$ cat src/common/tcc_pkg.sv
// Constants, codes and helpers shared by the timer capture and compare blocks.
// Assumes an 18-bit count bus from an external basic timer.
package tcc_pkg;
  // ----------------------------------------------------------------------------
  // Widths and offsets
  // ----------------------------------------------------------------------------
  localparam int   CNT_W      = 18;
  localparam logic OFS_CTRL   = 1'h0;
  localparam logic OFS_DATA   = 1'h1;
  localparam int   CAP_CTRL_W = 5;
  localparam int   CMP_CTRL_W = 6;
  typedef logic [CNT_W-1:0] tcc_count_type;

  // ----------------------------------------------------------------------------
  // Field positions
  // ----------------------------------------------------------------------------
  localparam int CAP_EN_BIT   = 0;
  localparam int CAP_INT_BIT  = 1;
  localparam int CAP_MODE_LSB = 2;
  localparam int CMP_EN_BIT   = 0;
  localparam int CMP_INT_BIT  = 1;
  localparam int CMP_MODE_LSB = 2;
  localparam int CMP_TWO_BIT  = 4;
  localparam int CMP_OUT_BIT  = 5;
  localparam int CMP_LVL_BIT  = 6;

  // ----------------------------------------------------------------------------
  // Reset values and mode codes
  // ----------------------------------------------------------------------------
  localparam logic [CAP_CTRL_W-1:0] CAP_CTRL_RST = 5'h00;
  localparam logic [CMP_CTRL_W-1:0] CMP_CTRL_RST = 6'h00;
  localparam tcc_count_type         DATA_RST     = 18'h0_0000;
  localparam logic [2:0] CAP_FALL   = 3'h2;
  localparam logic [2:0] CAP_RISE   = 3'h3;
  localparam logic [2:0] CAP_LOW    = 3'h4;
  localparam logic [2:0] CAP_HIGH   = 3'h5;
  localparam logic [2:0] CMP_SET    = 3'h1;
  localparam logic [2:0] CMP_CLR    = 3'h2;
  localparam logic [2:0] CMP_TOG    = 3'h3;
  localparam logic [2:0] CMP_PWM_HI = 3'h5;
  localparam logic [2:0] CMP_PWM_LO = 3'h6;
  localparam logic [2:0] CMP_PWM_H2 = 3'h7;

  // Any read or write that selects a unit
  function automatic logic tcc_access(input logic sel, input logic rd, input logic wr);
    return sel & (rd | wr);
  endfunction : tcc_access
endpackage : tcc_pkg

$ cat src/common/tcc_cap_if.sv
// Link between the register front end and the capture unit.
// Assumes one clock domain; the front end decodes, the unit stores.
`timescale 1ns/100ps
`default_nettype none
interface tcc_cap_if;
  import tcc_pkg::*;
  logic                  access;
  logic                  wr_ctrl;
  tcc_count_type         wdata;
  tcc_count_type         count;
  logic [CAP_CTRL_W-1:0] ctrl;
  tcc_count_type         captured;
  logic                  irq;
  modport host (output access, wr_ctrl, wdata, count, input ctrl, captured, irq);
  modport unit (input access, wr_ctrl, wdata, count, output ctrl, captured, irq);
endinterface : tcc_cap_if
`default_nettype wire

$ cat src/hw/tcc_capture.sv
// Capture unit: latches the timer count on a chosen trigger condition.
// Assumes the front end drives access and control writes from the bus.
`timescale 1ns/100ps
`default_nettype none
module tcc_capture
  import tcc_pkg::*;
(
  input  wire logic ref_clk,  // System clock
  input  wire logic rst_b,    // Async reset, active low
  input  wire logic trig,     // External trigger pin
  tcc_cap_if.unit   bus       // Register side
);
  logic       trig_meta;
  logic       trig_sync;
  logic       trig_prev;
  logic [2:0] mode;
  logic       rise;
  logic       fall;
  logic       trig_hit;
  logic       capture;

  // ----------------------------------------------------------------------------
  // Trigger decode
  // ----------------------------------------------------------------------------
  // Edges seen only after the second stage, never on the metastable one
  assign mode     = bus.ctrl[CAP_MODE_LSB+:3];
  assign rise     = trig_sync & ~trig_prev;
  assign fall     = ~trig_sync & trig_prev;
  assign trig_hit = (mode == CAP_FALL) ? fall :
                    (mode == CAP_RISE) ? rise :
                    (mode == CAP_LOW)  ? ~trig_sync :
                    (mode == CAP_HIGH) ? trig_sync :
                    (mode[2:1] == 2'h3) ? (rise | fall) : 1'h0;
  assign capture  = bus.ctrl[CAP_EN_BIT] & trig_hit;

  // Synchroniser and previous sample
  always_ff @(posedge ref_clk or negedge rst_b) begin
    if (!rst_b) begin
      trig_meta <= 1'h0;
      trig_sync <= 1'h0;
      trig_prev <= 1'h0;
    end else begin
      trig_meta <= trig;
      trig_sync <= trig_meta;
      trig_prev <= trig_sync;
    end
  end

  // Control, flag and captured value; a flag set beats a clear
  always_ff @(posedge ref_clk or negedge rst_b) begin
    if (!rst_b) begin
      bus.ctrl     <= CAP_CTRL_RST;
      bus.irq      <= 1'h0;
      bus.captured <= DATA_RST;
    end else begin
      if (bus.wr_ctrl) begin
        bus.ctrl <= bus.wdata[CAP_CTRL_W-1:0];
      end else if (capture) begin
        bus.ctrl[CAP_EN_BIT] <= 1'h0;
      end
      bus.irq <= (capture & bus.ctrl[CAP_INT_BIT]) | (bus.irq & ~bus.access);
      if (capture) begin
        bus.captured <= bus.count;
      end
    end
  end
endmodule : tcc_capture
`default_nettype wire

$ cat src/hw/tcc_top.sv
// Timer capture and compare pair behind a small processor register port.
// Assumes an external basic timer drives the count and the processor
// selects one unit at a time with a one-bit offset.
`timescale 1ns/100ps
`default_nettype none

// Operation
// - Both units use the external 18-bit timer count; no counter inside.
// - Armed capture with its trigger condition loads the present count.
// - Capture arm bit 0 resets low and clears itself after a capture.
// - Capture interrupt enable bit 1 lets each capture raise the flag.
// - Any access to either capture register clears the capture flag.
// - Capture mode bits 2-4 pick off, fall, rise, low, high or both edges.
// - Captured value at offset 1 is read only and holds 18 bits.
// - Compare raises an event when compare value equals the count.
// - Compare bit 0 enables logic, bit 1 interrupt; both reset low.
// - Compare flag set on enabled match events, cleared by any compare access.
// - Single-edge modes on match: hold, set, clear or toggle the output.
// - Mode bit 4 set acts twice per period: at zero and at match.
// - Two-edge codes: 100 hold, 101/111 high then low, 110 reversed.
// - Bit 5 drives the pin, read-only bit 6 shows the output level.
// - Compare value at offset 1 is 18-bit read and write.
// - Unused upper control bits read zero and ignore writes.
module tcc_top
  import tcc_pkg::*;
(
  input  wire logic          ref_clk,      // System clock
  input  wire logic          rst_b,        // Async reset, active low
  input  wire tcc_count_type timer_count,  // Count from basic timer
  input  wire logic          cap_trig,     // Capture trigger pin
  input  wire logic          reg_cap_sel,  // Capture unit selected
  input  wire logic          reg_cmp_sel,  // Compare unit selected
  input  wire logic          reg_addr,     // Register offset
  input  wire logic          reg_wr,       // Write strobe
  input  wire logic          reg_rd,       // Read strobe
  input  wire tcc_count_type reg_wdata,    // Write data
  output var  tcc_count_type reg_rdata,    // Read data, next cycle
  output var  logic          cap_irq,      // Capture flag
  output var  logic          cmp_irq,      // Compare flag
  output var  logic          cmp_pin,      // Compare pin level
  output var  logic          cmp_pin_oe_b  // Pin enable, low drives
);

  // ----------------------------------------------------------------------------
  // Declarations
  // ----------------------------------------------------------------------------
  tcc_cap_if cap_bus ();

  logic [CMP_CTRL_W-1:0] cmp_ctrl;
  tcc_count_type         compare_value;
  logic                  compare_output_level;
  logic                  match_q;
  logic                  zero_q;
  logic                  cmp_flag;

  logic                  cmp_access;
  logic                  cmp_wr_ctrl;
  logic                  cmp_wr_data;
  logic                  match;
  logic                  zero;
  logic                  match_ev;
  logic                  zero_ev;
  logic [2:0]            cmp_mode;
  logic                  two_edge_output_select;
  logic                  match_level;
  logic                  zero_level;
  logic                  next_level;
  logic                  next_cmp_flag;
  tcc_count_type         cap_ctrl_word;
  tcc_count_type         cmp_ctrl_word;
  tcc_count_type         cap_word;
  tcc_count_type         cmp_word;
  tcc_count_type         next_rdata;

  // ----------------------------------------------------------------------------
  // Register decode
  // ----------------------------------------------------------------------------
  // Both strobes together count as a write plus a read
  assign cap_bus.access  = tcc_access(reg_cap_sel, reg_rd, reg_wr);
  assign cap_bus.wr_ctrl = reg_cap_sel & reg_wr & (reg_addr == OFS_CTRL);
  assign cap_bus.wdata   = reg_wdata;
  assign cap_bus.count   = timer_count;
  assign cmp_access      = tcc_access(reg_cmp_sel, reg_rd, reg_wr);
  assign cmp_wr_ctrl     = reg_cmp_sel & reg_wr & (reg_addr == OFS_CTRL);
  assign cmp_wr_data     = reg_cmp_sel & reg_wr & (reg_addr == OFS_DATA);

  // ----------------------------------------------------------------------------
  // Capture unit
  // ----------------------------------------------------------------------------
  tcc_capture u_capture (
    .ref_clk (ref_clk),
    .rst_b   (rst_b),
    .trig    (cap_trig),
    .bus     (cap_bus)
  );

  assign cap_irq = cap_bus.irq;

  // ----------------------------------------------------------------------------
  // Compare detection
  // ----------------------------------------------------------------------------
  // Equality looked at each cycle; prescaled timers hold a value for many
  // cycles, so only the first cycle of a match counts
  assign match    = (compare_value == timer_count);
  assign zero     = (timer_count == DATA_RST);
  assign match_ev = cmp_ctrl[CMP_EN_BIT] & match & ~match_q;
  assign zero_ev  = cmp_ctrl[CMP_EN_BIT] & zero & ~zero_q;

  // Output level decode
  assign cmp_mode               = cmp_ctrl[CMP_MODE_LSB+:3];
  assign two_edge_output_select = cmp_ctrl[CMP_TWO_BIT];
  assign match_level = (cmp_mode == CMP_SET)    ? 1'h1 :
                       (cmp_mode == CMP_PWM_HI) ? 1'h1 :
                       (cmp_mode == CMP_PWM_H2) ? 1'h1 :
                       (cmp_mode == CMP_CLR)    ? 1'h0 :
                       (cmp_mode == CMP_PWM_LO) ? 1'h0 :
                       (cmp_mode == CMP_TOG)    ? ~compare_output_level :
                       compare_output_level;
  assign zero_level  = (cmp_mode == CMP_PWM_HI) ? 1'h0 :
                       (cmp_mode == CMP_PWM_H2) ? 1'h0 :
                       (cmp_mode == CMP_PWM_LO) ? 1'h1 :
                       compare_output_level;
  // A zero compare value hits both at once; the match action wins
  assign next_level  = match_ev ? match_level :
                       (zero_ev & two_edge_output_select) ? zero_level :
                       compare_output_level;

  // Flag: a new event beats a clearing access in the same cycle
  assign next_cmp_flag = (match_ev & cmp_ctrl[CMP_INT_BIT]) |
                         (cmp_flag & ~cmp_access);

  // ----------------------------------------------------------------------------
  // Compare registers
  // ----------------------------------------------------------------------------
  // Control state
  always_ff @(posedge ref_clk or negedge rst_b) begin
    if (!rst_b) begin
      cmp_ctrl             <= CMP_CTRL_RST;
      compare_output_level <= 1'h0;
      match_q              <= 1'h0;
      zero_q               <= 1'h0;
      cmp_flag             <= 1'h0;
    end else begin
      if (cmp_wr_ctrl) begin
        cmp_ctrl <= reg_wdata[CMP_CTRL_W-1:0];
      end
      compare_output_level <= next_level;
      match_q              <= match;
      zero_q               <= zero;
      cmp_flag             <= next_cmp_flag;
    end
  end

  // Compare value, full width read and write
  always_ff @(posedge ref_clk or negedge rst_b) begin
    if (!rst_b) begin
      compare_value <= DATA_RST;
    end else if (cmp_wr_data) begin
      compare_value <= reg_wdata;
    end
  end

  // Pin: level always kept, driven only when enabled
  assign cmp_pin      = compare_output_level;
  assign cmp_pin_oe_b = ~cmp_ctrl[CMP_OUT_BIT];
  assign cmp_irq      = cmp_flag;

  // ----------------------------------------------------------------------------
  // Read path
  // ----------------------------------------------------------------------------
  // Upper bits zero-filled by the casts
  assign cap_ctrl_word = tcc_count_type'(cap_bus.ctrl);
  assign cmp_ctrl_word = tcc_count_type'({compare_output_level, cmp_ctrl});
  assign cap_word      = (reg_addr == OFS_CTRL) ? cap_ctrl_word : cap_bus.captured;
  assign cmp_word      = (reg_addr == OFS_CTRL) ? cmp_ctrl_word : compare_value;
  // Nothing selected reads as zero
  assign next_rdata    = reg_cap_sel ? cap_word :
                         reg_cmp_sel ? cmp_word : DATA_RST;

  // Read data held until the next read
  always_ff @(posedge ref_clk or negedge rst_b) begin
    if (!rst_b) begin
      reg_rdata <= DATA_RST;
    end else if (reg_rd) begin
      reg_rdata <= next_rdata;
    end
  end
endmodule : tcc_top
`default_nettype wire

$ cat config.mk
export PLATFORM = sky130hd
export DESIGN_NAME = tcc_top
export DESIGN_NICKNAME = d
export VERILOG_FILES = /design/src/common/tcc_pkg.sv /design/src/common/tcc_cap_if.sv /design/src/hw/tcc_capture.sv /design/src/hw/tcc_top.sv
export SDC_FILE = /design/constraint.sdc
export NUM_CORES = 1
export LEC_CHECK = 0
export ABC_AREA = 0
export ABC_CLOCK_PERIOD_IN_PS = 2600
export BUFFER_PORTS_ARGS = -buffer_cell sky130_fd_sc_hd__buf_2
export CORE_ASPECT_RATIO = 0.75
export CORE_MARGIN = 5
export CORE_UTILIZATION = 28
export CTS_CLUSTER_SIZE = 28
export DETAILED_ROUTE_END_ITERATION = 8
export GPL_TIMING_DRIVEN = 0
export PLACE_DENSITY = 0.44
export SYNTH_ARGS = -nofsm -noshare
export SYNTH_HDL_FRONTEND = slang
export SYNTH_HIERARCHICAL = 1
export SYNTH_SLANG_ARGS = --single-unit
export TNS_END_PERCENT = 20
$ cat constraint.sdc
create_clock -name ref_clk -period 2.6 [get_ports ref_clk]
set_input_delay 0.26 -clock ref_clk [delete_from_list [all_inputs] [get_ports ref_clk]]
set_output_delay 0.26 -clock ref_clk [all_outputs]
set_load 0.005 [all_outputs]
# Word level (Yosys, flattened, before mapping)
# Index checks and enable logic that the tools add are counted.
[op_classes]
mux = 22
eq_ne = 12
reduce_logical = 6
bitwise_logic = 32
[ops]
columns = ["op", "n"]
rows = [
  ["18-bit 2-to-1 mux", 4],
  ["1-bit bitwise AND", 19],
  ["18-bit == test", 1],
  ["18-bit logical NOT", 1],
  ["1-bit 2-to-1 mux", 18],
  ["3-bit == test (second input constant)", 5],
  ["3-bit by 2-bit == test with 1-bit output (second input constant)", 4],
  ["1-bit inverter", 9],
  ["6-bit nonzero test", 1],
  ["1-bit OR", 4],
  ["2-bit nonzero test", 2],
  ["4-bit nonzero test", 1],
  ["3-bit by 1-bit == test with 1-bit output (second input constant)", 1],
  ["3-bit AND reduction", 1],
  ["2-bit == test (second input constant)", 1],
]
[totals]
ff_bits = 73
output_inout_bits = 22
wordCells = 86

# Depth between registers and ports, before layout
[depth]
ltp_word = 11
ltp_mapped = 7

# Modules after synthesis
# The synthesis kept the hierarchy.
[modules_own_cells]
columns = ["module", "seq_area_each_um2", "instances", "cells_per_inst", "area_each_um2"]
rows = [
  ["tcc_top", 1151.1, 1, 210, 2354.8],
  ["tcc_capture", 675.6, 1, 68, 1114.8],
]

# Least setup slack after synthesis
# No wires, ideal clock.
[synth_path]
path_kind = "register to register"
start = "register u_capture.trig_sync"
end = "register u_capture.bus.captured[10]"
required_ns = 2.475
n_path_buf = 1
period_less_slack_ns = 1.966
arrival_time_ns = 1.841
stages_incl_launch_ff = 8
setup_slack_ns = 0.634
cell_sequence = "dfrtp_1 -> inv_1 -> ha_1 -> mux2_4 -> o211a_4 -> o21ai_4 -> buf_12 -> mux2_4"
[synth_between]
elab_chain_len = 9
[synth_rtl]
columns = ["item", "line", "text"]
rows = [
  ["start: declaration", "tcc_capture.sv:14", "logic trig_sync;"],
  ["start signal: assignment", "tcc_capture.sv:44", "trig_sync <= trig_meta;"],
  ["1-bit inverter", "tcc_capture.sv:28, tcc_capture.sv:31", ""],
  ["1-bit bitwise AND", "tcc_capture.sv:28", "assign fall = ~trig_sync & trig_prev;"],
  ["1-bit OR", "tcc_capture.sv:33", "(mode[2:1] == 2'h3) ? (rise | fall) : 1'h0;"],
  ["1-bit 2-to-1 mux", "tcc_capture.sv:33", ""],
  ["1-bit 2-to-1 mux", "tcc_capture.sv:32", "(mode == CAP_HIGH) ? trig_sync :"],
  ["1-bit 2-to-1 mux", "tcc_capture.sv:31", "(mode == CAP_LOW) ? ~trig_sync :"],
  ["1-bit 2-to-1 mux", "tcc_capture.sv:30", "(mode == CAP_RISE) ? rise :"],
  ["1-bit 2-to-1 mux (*)", "tcc_capture.sv:29", "assign trig_hit = (mode == CAP_FALL) ? fall :"],
  ["1-bit bitwise AND (*)", "tcc_capture.sv:34", "assign capture = bus.ctrl[CAP_EN_BIT] & trig_hit;"],
  ["end signal: assignment", "tcc_capture.sv:63", "bus.captured <= bus.count;"],
  ["end: declaration", "tcc_cap_if.sv:15", "modport unit (input access, wr_ctrl, wdata, count, output ctrl, captured, irq);"],
]
# Mark *: on every way between the ends. The rest lies on a longest branch, timed or not.
# A chain may end at the register's enable or synchronous reset.

# Worst setup path after layout
[layout_path]
start = "register u_capture.trig_sync"
end = "register u_capture.bus.captured[12]"
# Same word-level chain as after synthesis.

==> run summary <==
Main synth FF type -> dfrtp_1
hold crit path type -> primary input to flop
clk slew on worst S/H paths -> 0.06 ns
element type at the critical path start -> flop
fmax -> 454 MHz
Post-Syn Area -> 3470 µm²
most common cell in the netlist -> dfrtp_1
Worst-Skew Late Latency -> 0.33 ns
Gate Count Post-Synth -> 278
TritonRoute pass-1 iters -> 4
Worst Hold Path EP -> u_capture/trig_meta
Via density -> 4.57
top cells by count, synth -> dfrtp_1 (73), mux2_2 (46), inv_1 (19)
Max-cap violations -> 0
min-delay src -> cap_trig
initial antenna violation count -> 0
Post-CTS Resized -> 0
P_sw -> 1.00 mW
Post-Route WL -> 9.43 mm
starting density of the core -> 28.4%
internal reg-to-reg setup slack -> 0.40 ns
Reg power frac -> 43.1%
CTS tree -> yes
number of synthesized flops with an enable pin -> 0
vias in the first global route -> 2516
Setup Fix Bufs, Post-CTS -> 0
Setup TNS Final -> 0 ns
Internal -> 2.77 mW
Rel. slew slack -> 62.7%
Net Sw Frac -> 26.6%
# IOs -> 66
Synth area leader -> dfrtp_1
peak supply drop -> 0.328 mV
Inst Count DP -> 507
cell row count -> 35
Setup CP Type -> flop to flop
final hold vios -> 0
reg-to-reg endpoint -> u_capture/bus.captured[12]
share of the synthesized area in the top cell type -> 52.7%
Slew @ Worst Pin -> 0.557 ns
Synth async-reset ratio -> 100%
via count -> 2395
DP Wirelength -> 7.16 mm
skew final -> 0.00420 ns
Hold Path Depth -> 1
Area contributors post-synth -> dfrtp_1 (53%), mux2_2 (15%), mux2_4 (4.3%)
Yosys warning count -> 6
Die X -> 139 µm
largest net degree at the start of global routing -> 57
DRC Markers -> 0
layout cells sized above 1 -> 41.3%
status -> complete, no violations
Pleak -> 1.95 nW
first-pass GRT wire length -> 14.6 mm
All-Layer GR Usage -> 13.2%
post-route non-filler standard cell count -> 524
proportion of synthesized chip area in sequential cells -> 52.7%
Critical Path End Type -> flop
Final Cycle Share -> 84.7%
Max clock buf depth -> 2
synthesized flop and latch total -> 73
Routed wire per std cell -> 18.0 µm
power per cell area -> 866 nW/µm²
Final ANT Viol Nets -> 0
worst endpoint required time -> 2.81 ns
H-tree lvl count -> 3
Die H -> 106 µm
fill count -> 1232
GP Congestion -> 0.779
WP data arrival -> 2.41 ns
mean area per synthesized cell -> 12.5 µm²
Reg2Reg Depth -> 7
Synth cell types -> 35
CTS buffer count -> 9
Core Region -> 12200 µm²
port buffer count -> 62
DIE AREA -> 14700 µm²
# nets final -> 399
RSZ-0062 raised after global routing -> no
clk sinks -> 73
ant diodes -> 0
P&R area growth vs syn -> 25.6%
clk root buf -> clkbuf_16
worst-path maximum fanout -> 10
RR Startpoint -> u_capture/trig_sync
Slew Viols, Final -> 0
Synthesized Nets -> 324
fin crit period -> 2.20 ns
Clk pwr share -> 35.7%
final setup fails -> 0
GRT Residual Overflow -> 0
Initial DRC Count -> 108
Comb pwr share -> 21.2%
-- state kept, by name (all words and copies together) (netlist names) --
| register | cells |
|---|---|
| compare_value | 18 |
| reg_rdata | 18 |
| u_capture/bus.captured | 18 |
| cmp_ctrl | 6 |
| u_capture/bus.ctrl | 5 |
| cmp_irq | 1 |
| cmp_pin | 1 |
| match_q | 1 |
| u_capture/bus.irq | 1 |
| u_capture/trig_meta | 1 |
| u_capture/trig_prev | 1 |
| u_capture/trig_sync | 1 |
| zero_q | 1 |
-- cell families (layout without fill, tap and decap cells) --
kind of cell    after synthesis  after routing  synth area share [%]
xor+xnor                     15             15                  3.79
compound gates               51             51                  11.0
buf+inv                      33            113                  4.15
mux                          57             57                  19.5
flops                        73             73                  52.7
simple gates                 47             47                  8.15
fa+ha+maj                     2              2                 0.721
-- cell usage in the layout, fill, tap and decap left out, drive strengths merged, types with 3 or more instances in the layout --
cell type / count
a22oi: 16
buf: 68
o21ai: 4
inv: 19
nor2b: 4
xor2: 13
o22ai: 13
nor4: 8
nand3: 4
mux2: 56
nor2: 13
nand2: 10
dfrtp: 73
a21oi: 10
a22o: 3
clkbuf: 20
nand2b: 3
-- per-layer routing --
| layer | wire length, µm | part of all wire (%) | vias up | track usage, % |
|---|---|---|---|---|
| met4 | 130 | 1.4 | 0 | 3.81 |
| met3 | 658 | 7.0 | 10 | 4.68 |
| met1 | 4970 | 53 | 1169 | 19.8 |
| met2 | 3670 | 39 | 74 | 17.5 |
| met5 | 0 | 0 | - | 0 |
| li1 | - | - | 1142 | - |
-- power groups by stage --
stage | Clock (mW) | Sequential [mW] | Combinational, mW
CTS | 1.39 | 1.63 | 0.810
finish | 1.35 | 1.63 | 0.800
global route | 1.45 | 1.66 | 0.881
floorplan | 0 | 1.58 | 0.551
global placement | 0 | 1.64 | 0.789
detailed placement | 0 | 1.64 | 0.806
-- how the worst max path moves through the flow --
stage,startpoint,end,cells past startpoint
detailed placement,u_capture/trig_sync,u_capture/bus.captured[12],7
CTS,u_capture/trig_sync,u_capture/bus.captured[12],7
floorplan,u_capture/trig_sync,u_capture/bus.captured[10],7
finish,u_capture/trig_sync,u_capture/bus.captured[12],7
global placement,u_capture/trig_sync,u_capture/bus.captured[14],7
global route,u_capture/trig_sync,u_capture/bus.captured[12],7
-- what timing repair did --
item | 4_1_cts | 5_1_grt
hold endpoints to repair | 17 | 0
hold buffers | 1 | 0
setup endpoints to repair | 0 | 0
-- final cells by class --
type / count / area, µm² / area share [%]
Multi-Input combinational cell: 172 / 1500 / 34.4
Sequential cell: 73 / 1830 / 41.9
Clock inverter: 5 / 77.6 / 1.78
Timing Repair Buffer: 64 / 350 / 8.04
Tap cell: 166 / 208 / 4.77
Buffer: 14 / 72.6 / 1.67
Clock buffer: 11 / 253 / 5.80
Inverter: 19 / 71.3 / 1.64
-- stage by stage --
stage          utilization [%]  setup slack, ns  total power [mW]  hold slack, ns  cell area, µm²
6_report                  35.7            0.397              3.77          0.0340            4360
3_3_place_gp              32.6            0.437              2.43           0.332            3990
3_5_place_dp              32.9            0.400              2.45           0.158            4020
4_1_cts                   35.7            0.387              3.83          0.0193            4360
5_1_grt                   35.7            0.320              3.99          0.0153            4360
2_1_floorplan                -            0.634              2.13         -0.0356            3470
-- worst max-delay path, stage by stage, from the launching register on --
cell	delay [ns]
dfrtp_1	0.41
inv_1	0.06
ha_1	0.19
mux2_4	0.27
o211a_4	0.25
o21ai_4	0.39
buf_12	0.21
mux2_4	0.31
Note: power is estimated with default switching activity, not from simulation.
